**src/dsp_pkg.sv**
```systemverilog
// Package for the dual digital audio pin control block.
// Assumes one system clock domain; link reset arrives as a pin.
package dsp_pkg;
    // Power states of the audio function group
    typedef enum logic [1:0] {PWR_D0, PWR_D1, PWR_D2, PWR_D3} dsp_pwr_type;
    // Pin behaviour decoded from the controls
    typedef enum logic [2:0] {PIN_HIZ, PIN_ZERO, PIN_SILENT, PIN_LIVE, PIN_GPIO} dsp_pin_type;
    // Sample rate codes
    typedef enum logic [2:0] {RATE_44K1, RATE_48K, RATE_88K2, RATE_96K, RATE_176K4, RATE_192K,
        RATE_NONE} dsp_rate_type;

    // Per-converter controls
    typedef struct packed {
        logic out_enable;
        logic dig_enable;
        logic [3:0] stream_id;
        dsp_rate_type rate;
        logic [4:0] bits_per_sample;
    } dsp_cnv_ctl_type;

    // Audio word and its slot marker
    typedef struct packed {
        logic [23:0] sample;
        logic right;
    } dsp_word_type;

    localparam int SAMPLE_BITS_MAX = 24;
    localparam logic [3:0] STREAM_NONE = 4'h0;
    localparam dsp_pwr_type PWR_RESET = PWR_D3;
    localparam int CLK_HZ = 20000000;
    // Input rate recovery: clocks per subframe, and level changes per subframe
    // Change count assumes a steady payload; a changing payload skews the span
    localparam int RATE_WIN_EDGES = 46;
    localparam logic [7:0] FRAME_44K1 = 8'd226;
    localparam logic [7:0] FRAME_48K = 8'd208;
    localparam logic [7:0] FRAME_88K2 = 8'd113;
    localparam logic [7:0] FRAME_96K = 8'd104;
    localparam logic [7:0] FRAME_TOL = 8'd6;
    localparam int SYNC_STAGES = 3;
endpackage

```
**src/dsp_buf2.sv**
```systemverilog
// Two-entry valid/ready buffer carrying audio words.
// Assumes both sides on clk_sys_i.
module dsp_buf2
    import dsp_pkg::*;
(
    // Clock and reset
    input wire logic clk_sys_i,
    input wire logic reset_n_i,
    // Filling side
    input wire logic in_valid_i,
    output logic in_ready_o,
    input wire dsp_pkg::dsp_word_type in_data_i,
    // Draining side
    output logic out_valid_o,
    input wire logic out_ready_i,
    output dsp_pkg::dsp_word_type out_data_o
);
    dsp_word_type mem_reg [2];
    logic rd_ptr_reg;
    logic wr_ptr_reg;
    logic [1:0] count_reg;
    logic push;
    logic pop;

    // Handshakes; full buffer drops ready, so nothing is lost
    assign push = in_valid_i && (count_reg != 2'h2);
    assign pop = out_valid_o && out_ready_i;
    assign out_valid_o = (count_reg != 2'h0);
    assign out_data_o = mem_reg[rd_ptr_reg];

    // Storage
    always_ff @(posedge clk_sys_i or negedge reset_n_i)
    begin
        if (!reset_n_i)
        begin
            mem_reg[0] <= '0;
            mem_reg[1] <= '0;
        end
        else if (push)
        begin
            mem_reg[wr_ptr_reg] <= in_data_i;
        end
    end

    // Pointers, fill level and a registered room flag for the filling side
    always_ff @(posedge clk_sys_i or negedge reset_n_i)
    begin
        if (!reset_n_i)
        begin
            rd_ptr_reg <= 1'b0;
            wr_ptr_reg <= 1'b0;
            count_reg <= 2'h0;
            in_ready_o <= 1'b1;
        end
        else
        begin
            in_ready_o <= !((count_reg == 2'h1 && push && !pop) || (count_reg == 2'h2 && !pop));
            if (push)
                wr_ptr_reg <= ~wr_ptr_reg;
            if (pop)
                rd_ptr_reg <= ~rd_ptr_reg;
            if (push && !pop)
                count_reg <= count_reg + 2'h1;
            else if (pop && !push)
                count_reg <= count_reg - 2'h1;
        end
    end
endmodule

```
**src/dsp_top.sv**
```systemverilog
// Pin control for two digital audio outputs and one digital audio input.
// Assumes reset_n_i is the link reset; controls come from the codec's
// command decoder on clk_sys_i; serial pins are asynchronous.
module dsp_top
    import dsp_pkg::*;
#(
    parameter int WORD_BITS = SAMPLE_BITS_MAX
)
(
    // Clock and reset
    input wire logic clk_sys_i,
    input wire logic reset_n_i,
    // Function group power state request
    input wire logic pwr_set_i,
    input wire dsp_pkg::dsp_pwr_type pwr_value_i,
    // Converter controls
    input wire dsp_pkg::dsp_cnv_ctl_type primary_out_converter_i,
    input wire dsp_pkg::dsp_cnv_ctl_type secondary_out_converter_i,
    // Shared general I/O function of the secondary pin
    input wire logic shared_general_io_function_en_i,
    input wire logic gpio_out_i,
    input wire logic gpio_dir_out_i,
    // Playback words from the link, one stream per converter
    input wire logic pri_valid_i,
    output logic pri_ready_o,
    input wire dsp_pkg::dsp_word_type pri_data_i,
    input wire logic sec_valid_i,
    output logic sec_ready_o,
    input wire dsp_pkg::dsp_word_type sec_data_i,
    // Output pins
    output logic primary_digital_out_pin_o,
    output logic primary_digital_out_pin_oe_o,
    output logic primary_pulldown_o,
    output logic secondary_digital_out_pin_o,
    output logic secondary_digital_out_pin_oe_o,
    output logic secondary_pulldown_o,
    output logic secondary_pullup_o,
    output logic gpio_in_o,
    // Digital input pin and jack sense
    input wire logic spdif_in_pin_i,
    input wire logic in_jack_sense_i,
    input wire logic in_record_sel_i,
    input wire logic in_play_route_i,
    // Input status
    output dsp_pkg::dsp_rate_type in_rate_o,
    output logic in_jack_present_o,
    output logic in_to_record_o,
    output logic in_to_play_o,
    output logic [1:0] pwr_state_o
);
    dsp_pwr_type pwr_reg;
    dsp_pin_type pri_mode;
    dsp_pin_type sec_mode;
    logic [SYNC_STAGES-1:0] in_sync_reg;
    logic [SYNC_STAGES-1:0] gp_sync_reg;
    logic [SYNC_STAGES-1:0] jack_sync_reg;
    logic in_level_reg;
    logic [7:0] gap_cnt_reg;
    logic [7:0] span_cnt_reg;
    logic [7:0] win_cnt_reg;
    dsp_rate_type in_rate_reg;
    logic in_change;
    logic bd_valid [2];
    logic bd_ready [2];
    logic bd_room [2];
    dsp_word_type bd_data [2];
    logic [WORD_BITS-1:0] shift_reg [2];
    logic [5:0] bit_cnt_reg [2];
    logic cell_reg [2];
    logic line_reg [2];

    // Pin decode shared by both outputs
    function automatic dsp_pin_type pin_decode(input dsp_pwr_type pwr,
                                               input dsp_cnv_ctl_type ctl);
        if (pwr == PWR_D3 || !ctl.out_enable)
            pin_decode = PIN_HIZ;
        else if (pwr != PWR_D0 || !ctl.dig_enable)
            pin_decode = PIN_ZERO;
        else if (ctl.stream_id == STREAM_NONE)
            pin_decode = PIN_SILENT;
        else
            pin_decode = PIN_LIVE;
    endfunction

    // Rate binning by clocks spanned by one subframe
    function automatic dsp_rate_type rate_bin(input logic [7:0] span);
        logic [7:0] frame;
        frame = span;
        if (frame > FRAME_44K1 - FRAME_TOL && frame < FRAME_44K1 + FRAME_TOL)
            rate_bin = RATE_44K1;
        else if (frame > FRAME_48K - FRAME_TOL && frame < FRAME_48K + FRAME_TOL)
            rate_bin = RATE_48K;
        else if (frame > FRAME_88K2 - FRAME_TOL && frame < FRAME_88K2 + FRAME_TOL)
            rate_bin = RATE_88K2;
        else if (frame > FRAME_96K - FRAME_TOL && frame < FRAME_96K + FRAME_TOL)
            rate_bin = RATE_96K;
        else
            rate_bin = RATE_NONE;
    endfunction

    assign pri_mode = pin_decode(pwr_reg, primary_out_converter_i);
    assign sec_mode = shared_general_io_function_en_i ? PIN_GPIO
                      : pin_decode(pwr_reg, secondary_out_converter_i);

    // Power state; reset lands in D3
    always_ff @(posedge clk_sys_i or negedge reset_n_i)
    begin
        if (!reset_n_i)
            pwr_reg <= PWR_RESET;
        else if (pwr_set_i)
            pwr_reg <= pwr_value_i;
    end

    // Two identical output lanes, each with its own buffer and framer
    for (genvar g = 0; g < 2; g++)
    begin : lane
        dsp_pin_type mode;
        logic src_valid;
        dsp_word_type src_data;
        logic take;
        assign mode = (g == 0) ? pri_mode : sec_mode;
        assign src_valid = (g == 0) ? pri_valid_i : sec_valid_i;
        assign src_data = (g == 0) ? pri_data_i : sec_data_i;
        // Word taken at the start of each subframe; free-running per lane
        assign take = (bit_cnt_reg[g] == 6'h0) && cell_reg[g];
        dsp_buf2 u_buf (
            .clk_sys_i(clk_sys_i),
            .reset_n_i(reset_n_i),
            .in_valid_i(src_valid),
            .in_ready_o(bd_room[g]),
            .in_data_i(src_data),
            .out_valid_o(bd_valid[g]),
            .out_ready_i(bd_ready[g]),
            .out_data_o(bd_data[g])
        );
        assign bd_ready[g] = take && (mode == PIN_LIVE) && (pwr_reg == PWR_D0);
        // Biphase framer: each bit is two cells, a transition every bit
        always_ff @(posedge clk_sys_i or negedge reset_n_i)
        begin
            if (!reset_n_i)
            begin
                shift_reg[g] <= '0;
                bit_cnt_reg[g] <= 6'h0;
                cell_reg[g] <= 1'b0;
                line_reg[g] <= 1'b0;
            end
            else if (mode == PIN_SILENT || mode == PIN_LIVE)
            begin
                cell_reg[g] <= ~cell_reg[g];
                if (cell_reg[g])
                begin
                    line_reg[g] <= ~line_reg[g];
                    bit_cnt_reg[g] <= (bit_cnt_reg[g] == 6'd31) ? 6'h0 : bit_cnt_reg[g] + 6'h1;
                    if (take)
                        shift_reg[g] <= (mode == PIN_LIVE && bd_valid[g])
                                        ? bd_data[g].sample[WORD_BITS-1:0] : '0;
                    else
                        shift_reg[g] <= {shift_reg[g][WORD_BITS-2:0], 1'b0};
                end
                else if (shift_reg[g][WORD_BITS-1] && bit_cnt_reg[g] >= 6'd4)
                    line_reg[g] <= ~line_reg[g];
            end
            else
            begin
                bit_cnt_reg[g] <= 6'h0;
                cell_reg[g] <= 1'b0;
                line_reg[g] <= 1'b0;
            end
        end
    end

    // Ready back to the link follows buffer room on both lanes
    assign pri_ready_o = bd_room[0];
    assign sec_ready_o = bd_room[1];

    // Primary pin drivers; reset releases the pin and turns its pull-down on
    always_ff @(posedge clk_sys_i or negedge reset_n_i)
    begin
        if (!reset_n_i)
        begin
            primary_digital_out_pin_o <= 1'b0;
            primary_digital_out_pin_oe_o <= 1'b0;
            primary_pulldown_o <= 1'b1;
        end
        else
        begin
            primary_digital_out_pin_oe_o <= (pri_mode != PIN_HIZ);
            primary_pulldown_o <= (pri_mode == PIN_HIZ);
            primary_digital_out_pin_o <= (pri_mode == PIN_ZERO || pri_mode == PIN_HIZ)
                                         ? 1'b0 : line_reg[0];
        end
    end

    // Secondary pin drivers, including the general I/O takeover
    always_ff @(posedge clk_sys_i or negedge reset_n_i)
    begin
        if (!reset_n_i)
        begin
            secondary_digital_out_pin_o <= 1'b0;
            secondary_digital_out_pin_oe_o <= 1'b0;
            secondary_pulldown_o <= 1'b1;
            secondary_pullup_o <= 1'b0;
        end
        else if (sec_mode == PIN_GPIO)
        begin
            secondary_digital_out_pin_o <= gpio_out_i;
            secondary_digital_out_pin_oe_o <= gpio_dir_out_i;
            secondary_pulldown_o <= 1'b0;
            secondary_pullup_o <= 1'b1;
        end
        else
        begin
            secondary_digital_out_pin_oe_o <= (sec_mode != PIN_HIZ);
            // Pull-down stays on while driving in D0 only
            secondary_pulldown_o <= (sec_mode == PIN_HIZ) || (pwr_reg == PWR_D0);
            secondary_pullup_o <= 1'b0;
            secondary_digital_out_pin_o <= (sec_mode == PIN_ZERO || sec_mode == PIN_HIZ)
                                           ? 1'b0 : line_reg[1];
        end
    end

    // Three-stage synchronisers for asynchronous pins
    always_ff @(posedge clk_sys_i or negedge reset_n_i)
    begin
        if (!reset_n_i)
        begin
            in_sync_reg <= '0;
            gp_sync_reg <= '0;
            jack_sync_reg <= '1; // Jack idles high, so no false plug after reset
        end
        else
        begin
            in_sync_reg <= {in_sync_reg[SYNC_STAGES-2:0], spdif_in_pin_i};
            gp_sync_reg <= {gp_sync_reg[SYNC_STAGES-2:0], secondary_digital_out_pin_o};
            jack_sync_reg <= {jack_sync_reg[SYNC_STAGES-2:0], in_jack_sense_i};
        end
    end

    // Level change on the last stage; a two-sample filter would eat the
    // one-cell pulses of the top input rates, which last under two clocks
    assign in_change = (in_sync_reg[2] != in_level_reg);

    // Rate tracker: clocks spanned by one subframe's worth of level changes
    always_ff @(posedge clk_sys_i or negedge reset_n_i)
    begin
        if (!reset_n_i)
        begin
            in_level_reg <= 1'b0;
            gap_cnt_reg <= 8'h0;
            span_cnt_reg <= 8'hff;
            win_cnt_reg <= 8'h0;
            in_rate_reg <= RATE_NONE;
        end
        else if (pwr_reg != PWR_D0)
        begin
            in_rate_reg <= RATE_NONE;
            span_cnt_reg <= 8'hff;
            win_cnt_reg <= 8'h0;
            gap_cnt_reg <= 8'h0;
        end
        else if (in_change && win_cnt_reg == 8'(RATE_WIN_EDGES - 1))
        begin
            in_level_reg <= in_sync_reg[2];
            gap_cnt_reg <= 8'h0;
            in_rate_reg <= rate_bin(span_cnt_reg);
            win_cnt_reg <= 8'h0;
            span_cnt_reg <= 8'h1;
        end
        else
        begin
            // Span saturates, so a window that spans idle time bins as none
            if (span_cnt_reg != 8'hff)
                span_cnt_reg <= span_cnt_reg + 8'h1;
            if (in_change)
            begin
                in_level_reg <= in_sync_reg[2];
                gap_cnt_reg <= 8'h0;
                win_cnt_reg <= win_cnt_reg + 8'h1;
            end
            else if (gap_cnt_reg != 8'hff)
                gap_cnt_reg <= gap_cnt_reg + 8'h1;
            else
                in_rate_reg <= RATE_NONE;
        end
    end

    // Input status and routing
    always_ff @(posedge clk_sys_i or negedge reset_n_i)
    begin
        if (!reset_n_i)
        begin
            in_jack_present_o <= 1'b0;
            in_to_record_o <= 1'b0;
            in_to_play_o <= 1'b0;
            in_rate_o <= RATE_NONE;
            gpio_in_o <= 1'b0;
            pwr_state_o <= 2'h3;
        end
        else
        begin
            in_jack_present_o <= ~jack_sync_reg[2];
            in_to_record_o <= in_record_sel_i && (pwr_reg == PWR_D0);
            in_to_play_o <= in_play_route_i && (pwr_reg == PWR_D0);
            in_rate_o <= in_rate_reg;
            gpio_in_o <= gp_sync_reg[2];
            pwr_state_o <= pwr_reg;
        end
    end
endmodule

```
**config.mk**
```make
export PLATFORM = sky130hd
export DESIGN_NAME = dsp_top
export DESIGN_NICKNAME = d
export VERILOG_FILES = /design/src/dsp_pkg.sv /design/src/dsp_buf2.sv /design/src/dsp_top.sv
export SDC_FILE = /design/constraint.sdc
export NUM_CORES = 1
export LEC_CHECK = 0
export CAP_MARGIN = 20
export CELL_PAD_IN_SITES_DETAIL_PLACEMENT = 0
export CELL_PAD_IN_SITES_GLOBAL_PLACEMENT = 2
export CORE_ASPECT_RATIO = 0.5
export CORE_MARGIN = 1
export CORE_UTILIZATION = 39
export CTS_CLUSTER_DIAMETER = 100
export DETAILED_ROUTE_END_ITERATION = 8
export DONT_BUFFER_PORTS = 1
export PLACE_DENSITY = 0.73
export SLEW_MARGIN = 5
export SYNTH_ARGS = -nofsm -noshare
export SYNTH_HDL_FRONTEND = slang
export SYNTH_SLANG_ARGS = --single-unit
```
**constraint.sdc**
```tcl
create_clock -name clk_sys_i -period 2.5 [get_ports clk_sys_i]
set_input_delay 0.25 -clock clk_sys_i [delete_from_list [all_inputs] [get_ports clk_sys_i]]
set_output_delay 0.25 -clock clk_sys_i [all_outputs]
set_load 0.05 [all_outputs]
```
# Word level (Yosys, flattened, before mapping)
# Cells that the tools add are included.
[word_totals]
register_bits = 229
latch_bits = 0
ram_bits = 0
mem_bits_ro = 0
out_inout_bits = 18
wordCells = 254
n_memories = 0
[classes]
addsub = 9
multipliers = 0
div_mod_pow = 0
order_cmp = 16
n_eq_ne = 26
shifts = 0
muxes = 67
n_bitwise = 14
n_reduce_logical = 76
[op_table]
columns = ["cell", "count"]
rows = [
  ["$mux 25", 8],
  ["$bwmux 50", 2],
  ["$mux 24", 4],
  ["$mux 8", 10],
  ["$demux 25 s1", 2],
  ["$mux 3", 12],
  ["$mux 6", 6],
  ["$logic_and 1x1->1", 33],
  ["$add 8x1->8 const B", 3],
  ["$mux 1", 18],
  ["$gt 8x7->1 const B", 2],
  ["$gt 8x8->1 const B", 2],
  ["$lt 8x7->1 const B", 2],
  ["$lt 8x8->1 const B", 2],
  ["$ne 8x8->1 const B", 2],
  ["$add 6x1->6 const B", 2],
  ["$eq 3x2->1 const B", 4],
  ["$eq 6x5->1 const B", 2],
  ["$ge 6x3->1 const B", 2],
  ["$logic_not 6->1", 2],
  ["$reduce_bool 2->1", 6],
  ["$reduce_bool 3->1", 4],
  ["$logic_or 1x1->1", 11],
  ["$logic_not 1->1", 10],
  ["other kinds (22)", 57],
]

# Longest topological paths before layout
[logic_depth]
word_depth = 13
mapped_depth = 11

# By module
# From an unflattened synthesis, not the netlist that was laid out.
[hier_totals]
cells_unflattened = 830
hier_area_um2 = 10445.0
[by_module_without_submodules]
columns = ["mod", "instances", "cells_per_inst", "area_per_inst_um2", "seq_area_each_um2"]
rows = [
  ["dsp_top", 1, 518, 5545.3, 3004.1],
  ["dsp_buf2", 2, 156, 2449.8, 1377.6],
]

# Worst setup path before layout
# Ideal clock, no wire load.
[synth_path]
path_kind = "reg-to-reg"
startpoint = "register bit_cnt_reg[8] in the netlist's numbering"
endpoint = "register lane[0].u_buf.count_reg[1]"
setup_time_ns = 0.127
arrival_time_ns = 2.451
required_time_ns = 2.373
slack_ns = -0.078
path_stages_with_launch = 11
path_buffers = 3
period_less_slack_ns = 2.578
cell_sequence = "dfrtp_1 > or4_1 > buf_2 > or4b_4 > buf_6 > buf_6 > nor2_2 > inv_1 > ha_1 > nand2_1 > o21ai_0"
[synth_between]
elab_chain_cells = 8
word_cells_on_any_way = 10
cone_classes = "mux: 1; reduce/logical: 9"
[synth_rtl]
columns = ["item", "line", "text"]
rows = [
  ["from (decl)", "dsp_top.sv:68", "logic [5:0] bit_cnt_reg [2];"],
  ["from (signal, indexed assignment)", "dsp_top.sv:153", "bit_cnt_reg[g] <= (bit_cnt_reg[g] == 6'd31) ? 6'h0 : bit_cnt_reg[g] + 6'h1;"],
  ["$logic_not 6->1 (*)", "dsp_top.sv:125", "assign take = (bit_cnt_reg[g] == 6'h0) && cell_reg[g];"],
  ["$logic_and 1x1->1 (*)", "dsp_top.sv:125", ""],
  ["$logic_and 1x1->1 (*) (2 in series)", "dsp_top.sv:136", "assign bd_ready[g] = take && (mode == PIN_LIVE) && (pwr_reg == PWR_D0);"],
  ["$logic_and 1x1->1 (*)", "dsp_buf2.sv:27", "assign pop = out_valid_o && out_ready_i;"],
  ["$logic_not 1->1", "dsp_buf2.sv:62", "if (push && !pop)"],
  ["$logic_and 1x1->1", "dsp_buf2.sv:62", ""],
  ["$mux 2 or $reduce_bool 2->1 (tied branches)", "--", ""],
  ["to (signal assigned)", "dsp_buf2.sv:63", "count_reg <= count_reg + 2'h1;"],
  ["to (signal assigned)", "dsp_buf2.sv:65", "count_reg <= count_reg - 2'h1;"],
  ["to (decl)", "dsp_buf2.sv:21", "logic [1:0] count_reg;"],
]
# Every way passes the cells marked *; elsewhere a longest branch is shown, timed or not.
# A chain may end at the register's enable or synchronous reset.

# Final worst setup path
[layout_path]
startpoint = "register bit_cnt_reg[9] in the netlist's numbering"
endpoint = "register lane[0].u_buf.count_reg[1]"
# The elaborated chain is that of the path after synthesis.

==> impl_summary.log <==
INFO  metric outcome = finished, violations left
INFO  metric violations = hold timing
INFO  metric ant_nets = 0
INFO  metric post_route_cells_drive_above_1_share = 24.6%
INFO  metric timing.critical_path.from_type = flop
INFO  metric die-area = 26700 um2
INFO  metric detailed_place_hpwl = 12300 um
INFO  metric clockRootBuffer = sky130_fd_sc_hd__clkbuf_16
INFO  metric synthesis.area = 10100 um2
INFO  metric timing.critical_path.arrival = 2680 ps
INFO  metric grt_antenna_before_repair = 0
INFO  metric timing.setup.critical_path_class = flop to flop
INFO  metric power_leakage = 4.98 nW
INFO  metric yosysWarnings = 0
INFO  metric cpMaxStageDelayCell = sky130_fd_sc_hd__or4b_4
INFO  metric largest_vdd_supply_drop = between 500 and 600 uV
INFO  metric max_ffs_per_register = 96
INFO  metric gpl.final_weighted_congestion = 0.754
INFO  metric yosys.area.top_type_share = roughly 50%
INFO  metric tritoncts_clock_tree = yes
INFO  metric num_rows = 41
INFO  metric detail_route.drc_violations = 0
INFO  metric critical_path.cell_chain = or4_1 > or4b_4 > nor2_4 > inv_1 > ha_4 > xor2_1 > o21ai_0
INFO  metric numPortBuffers = 0
INFO  metric netlist_top_cells_count = sky130_fd_sc_hd__dfrtp_1 (202), sky130_fd_sc_hd__mux2_2 (123), sky130_fd_sc_hd__nand2_1 (56)
INFO  metric design.core.area = 25300 um2
INFO  metric insertedDiodeCount = 0
INFO  metric cp.required = 2930 ps
INFO  metric drt_wl_total = 20500 um
INFO  metric seqCellArea = 5660 um2
INFO  metric path_buf_inv = 1
INFO  metric num-fill-cells = 2316
INFO  metric power.share.combinational = 23.2%
INFO  metric synth.top_cells.by_area = sky130_fd_sc_hd__dfrtp_1 (50%), sky130_fd_sc_hd__mux2_2 (14%), sky130_fd_sc_hd__dfstp_2 (6.0%)
INFO  metric power.switching = 0.00324 W
INFO  metric synth.yosys.seq_area_share = a little under three fifths
INFO  metric multiInputGateArea = 4190 um2
INFO  metric cts_setup_buffers = 0
INFO  metric clk_latency = 520 ps
INFO  metric worst_slew_margin_rel = 62.3%
INFO  metric ys_types = 57
INFO  metric die_width = 230 um
INFO  metric grt_overflow_total = 0
INFO  metric tightest_slew = 564 ps
INFO  metric max_slew_violation_total_from_the_final_report = 0
INFO  metric syn-mean-instance-area = 11.8 um2
INFO  metric detail_route.iter0.violations = around 350
INFO  metric maxClockFrequency = 444 MHz
INFO  metric max_cap_violations = 0
INFO  metric hold_ws = -572 ps
INFO  metric grt_max_degree = ~230
INFO  metric cpPeakStageDelay = about 570 ps
INFO  metric crit_path_end_kind = flop
INFO  metric reg_to_reg_slack_setup = 250 ps
INFO  metric gr-usage-all-layers = about 16%
INFO  metric synthesis.instances = 858
INFO  metric boundaryPins = 110
INFO  metric die-height = approximately 120 um
INFO  metric drt_pre_antenna_iters = 4
INFO  metric final_period_util = 90.2%
INFO  metric setup-tns-final = 0 ps
INFO  metric start_util = around two fifths
INFO  metric critical-path-top-delay-family = simple AND/OR/NAND/NOR gates
INFO  metric intPower = 0.00842 W
INFO  metric seqPwrFrac = 45.6%
INFO  metric clock_path_buffers = 3
INFO  metric setup_viol_count_final = 0
INFO  metric timing.hold.worst.class = input pin to async pin
INFO  metric clkTransAtPathRegs = 60 ps
INFO  metric clock_power_share = 31.2%
INFO  metric cts_inserted_buffers = 24
INFO  metric cts-resized-gates = 0
INFO  metric grt_first_pass_wirelength = roughly 35000 um
INFO  metric unrepaired_setup_endpoints_after_global_routing = false
INFO  metric yosys_register_bits = around 230
INFO  metric edff_count_synth = 0
INFO  metric routed_wire_per_std_cell = roughly 16 um
INFO  metric route.detailed.vias_per_inst = roughly 5.1
INFO  metric clock-sinks = 225
INFO  metric hold_viol_final = between 200 and 250
INFO  metric area_delta_synth_final = 18.6%
INFO  metric dominant_cell_type_by_area_after_synthesis = sky130_fd_sc_hd__dfrtp_1
INFO  metric postSynthNetCount = 968
INFO  metric synthMostInstantiatedCell = sky130_fd_sc_hd__dfrtp_1
INFO  metric power_density = slightly below 1000 nW/um2
INFO  metric power.switching_fraction = 27.8%
INFO  metric grt_pass1_vias = 6756
INFO  metric ctsHoldBuffers = 63
INFO  metric detailroute.via_count = 6527
INFO  metric postSynth.topFlopCell = sky130_fd_sc_hd__dfrtp_1
INFO  metric nNetsFinal = 1023
INFO  metric asyncSetResetFlopFracSynth = 100%
INFO  metric final.min_clock_period = 2250 ps
INFO  metric number_of_levels_the_h_tree_was_split_into = 1
INFO  metric final.setup_skew = 9.19 ps
INFO  metric crit_path_max_fanout = 6
metal layers:
layer  track usage [%]  part of all wire [%]
met1              20.7                    46
met2              27.8                    49
met3              3.42                   3.1
met4              3.49                   1.9
met5                 0                     0
cell usage in the layout (no fill, tap or decap), types with 3 or more instances in the layout:
cell type	instances
sky130_fd_sc_hd__mux2i_1	30
sky130_fd_sc_hd__xor2_1	17
sky130_fd_sc_hd__clkbuf_1	3
sky130_fd_sc_hd__dfrtp_1	202
sky130_fd_sc_hd__nand4_1	7
sky130_fd_sc_hd__or4_1	3
sky130_fd_sc_hd__ha_1	17
sky130_fd_sc_hd__inv_1	26
sky130_fd_sc_hd__and2_1	6
sky130_fd_sc_hd__dfstp_2	23
sky130_fd_sc_hd__clkbuf_8	8
sky130_fd_sc_hd__nor2b_1	3
sky130_fd_sc_hd__o21ai_1	18
sky130_fd_sc_hd__dlygate4sd3_1	63
sky130_fd_sc_hd__o21ai_0	48
sky130_fd_sc_hd__buf_12	3
sky130_fd_sc_hd__o31a_1	23
sky130_fd_sc_hd__o22ai_1	6
sky130_fd_sc_hd__a32oi_1	23
sky130_fd_sc_hd__clkbuf_16	25
sky130_fd_sc_hd__nand2_1	56
sky130_fd_sc_hd__nor3_1	4
sky130_fd_sc_hd__clkinv_2	6
sky130_fd_sc_hd__a21oi_1	32
sky130_fd_sc_hd__buf_4	19
sky130_fd_sc_hd__xnor2_1	11
sky130_fd_sc_hd__or2_2	8
sky130_fd_sc_hd__nand3_1	14
sky130_fd_sc_hd__and3_1	3
sky130_fd_sc_hd__mux2_2	123
sky130_fd_sc_hd__nor2_1	48
sky130_fd_sc_hd__a31oi_1	8
sky130_fd_sc_hd__nand2b_1	4
sky130_fd_sc_hd__or3_1	3
worst reg2reg max path: cells and delay by family (launching register included):
| family | cells | cell delay (ps) |
|---|---|---|
| compound gates | 1 | 170 |
| simple gates | 3 | 1220 |
| flops | 1 | 420 |
| buf+inv | 1 | 70 |
| fa+ha+maj | 1 | 150 |
| xor+xnor | 1 | 130 |
worst paths after layout:
path                                                 start                    endpoint  depth (start not counted)
min in group clk_sys_i     shared_general_io_function_en_i    lane[1].u_buf.in_ready_o                          4
hold reg to reg                             gp_sync_reg[0]              gp_sync_reg[1]                          0
setup reg to reg                            bit_cnt_reg[9]  lane[0].u_buf.count_reg[1]                          7
setup / recovery                            bit_cnt_reg[9]  lane[0].u_buf.count_reg[1]                          7
max in group asynchronous                        reset_n_i            jack_sync_reg[1]                          0
hold / removal                                   reset_n_i   lane[0].u_buf.mem_reg[10]                          0
cell families (layout without fill, tap and decap cells):
kind of cell    after synthesis  count (layout)  share of synthesized area (%)
compound gates              177             177                           11.3
xor+xnor                     28              28                           2.42
fa+ha+maj                    18              18                           2.22
buf+inv                      82             155                           3.27
flops                       225             225                           55.8
mux                         153             153                           16.6
simple gates                175             175                           8.40
cell type report:
class	count	area share (%)
Multi-Input combinational cell	551	34.9
Clock buffer	36	6.21
Sequential cell	225	47.0
Timing Repair Buffer	85	6.93
Clock inverter	8	0.572
Tap cell	344	3.58
Inverter	26	0.811
per-stage QoR:
| step | power (W) | cells | worst slack, ps | util, % | instance area [um2] |
|---|---|---|---|---|---|
| 5_1_grt | 0.0124 | 1275 | 79.9 | 47.5 | 12000 |
| 4_1_cts | 0.0119 | 1275 | 210 | 47.5 | 12000 |
| 3_5_place_dp | 0.00805 | 1168 | 260 | 41.8 | 10600 |
| 3_3_place_gp | 0.00793 | 1168 | 287 | 41.8 | 10600 |
| 2_1_floorplan | 0.00741 | 858 | 24.4 | - | 10200 |
| 6_report | 0.0117 | 1275 | 245 | 47.5 | 12000 |
power groups by stage:
stage	Clock [W]	Sequential (W)	Combinational, W
2_1_floorplan	0	0.00520	0.00221
3_3_place_gp	0	0.00533	0.00261
3_5_place_dp	0	0.00539	0.00265
4_1_cts	0.00379	0.00533	0.00277
5_1_grt	0.00393	0.00545	0.00300
6_report	0.00364	0.00532	0.00271
(Power assumes the default switching activity.)
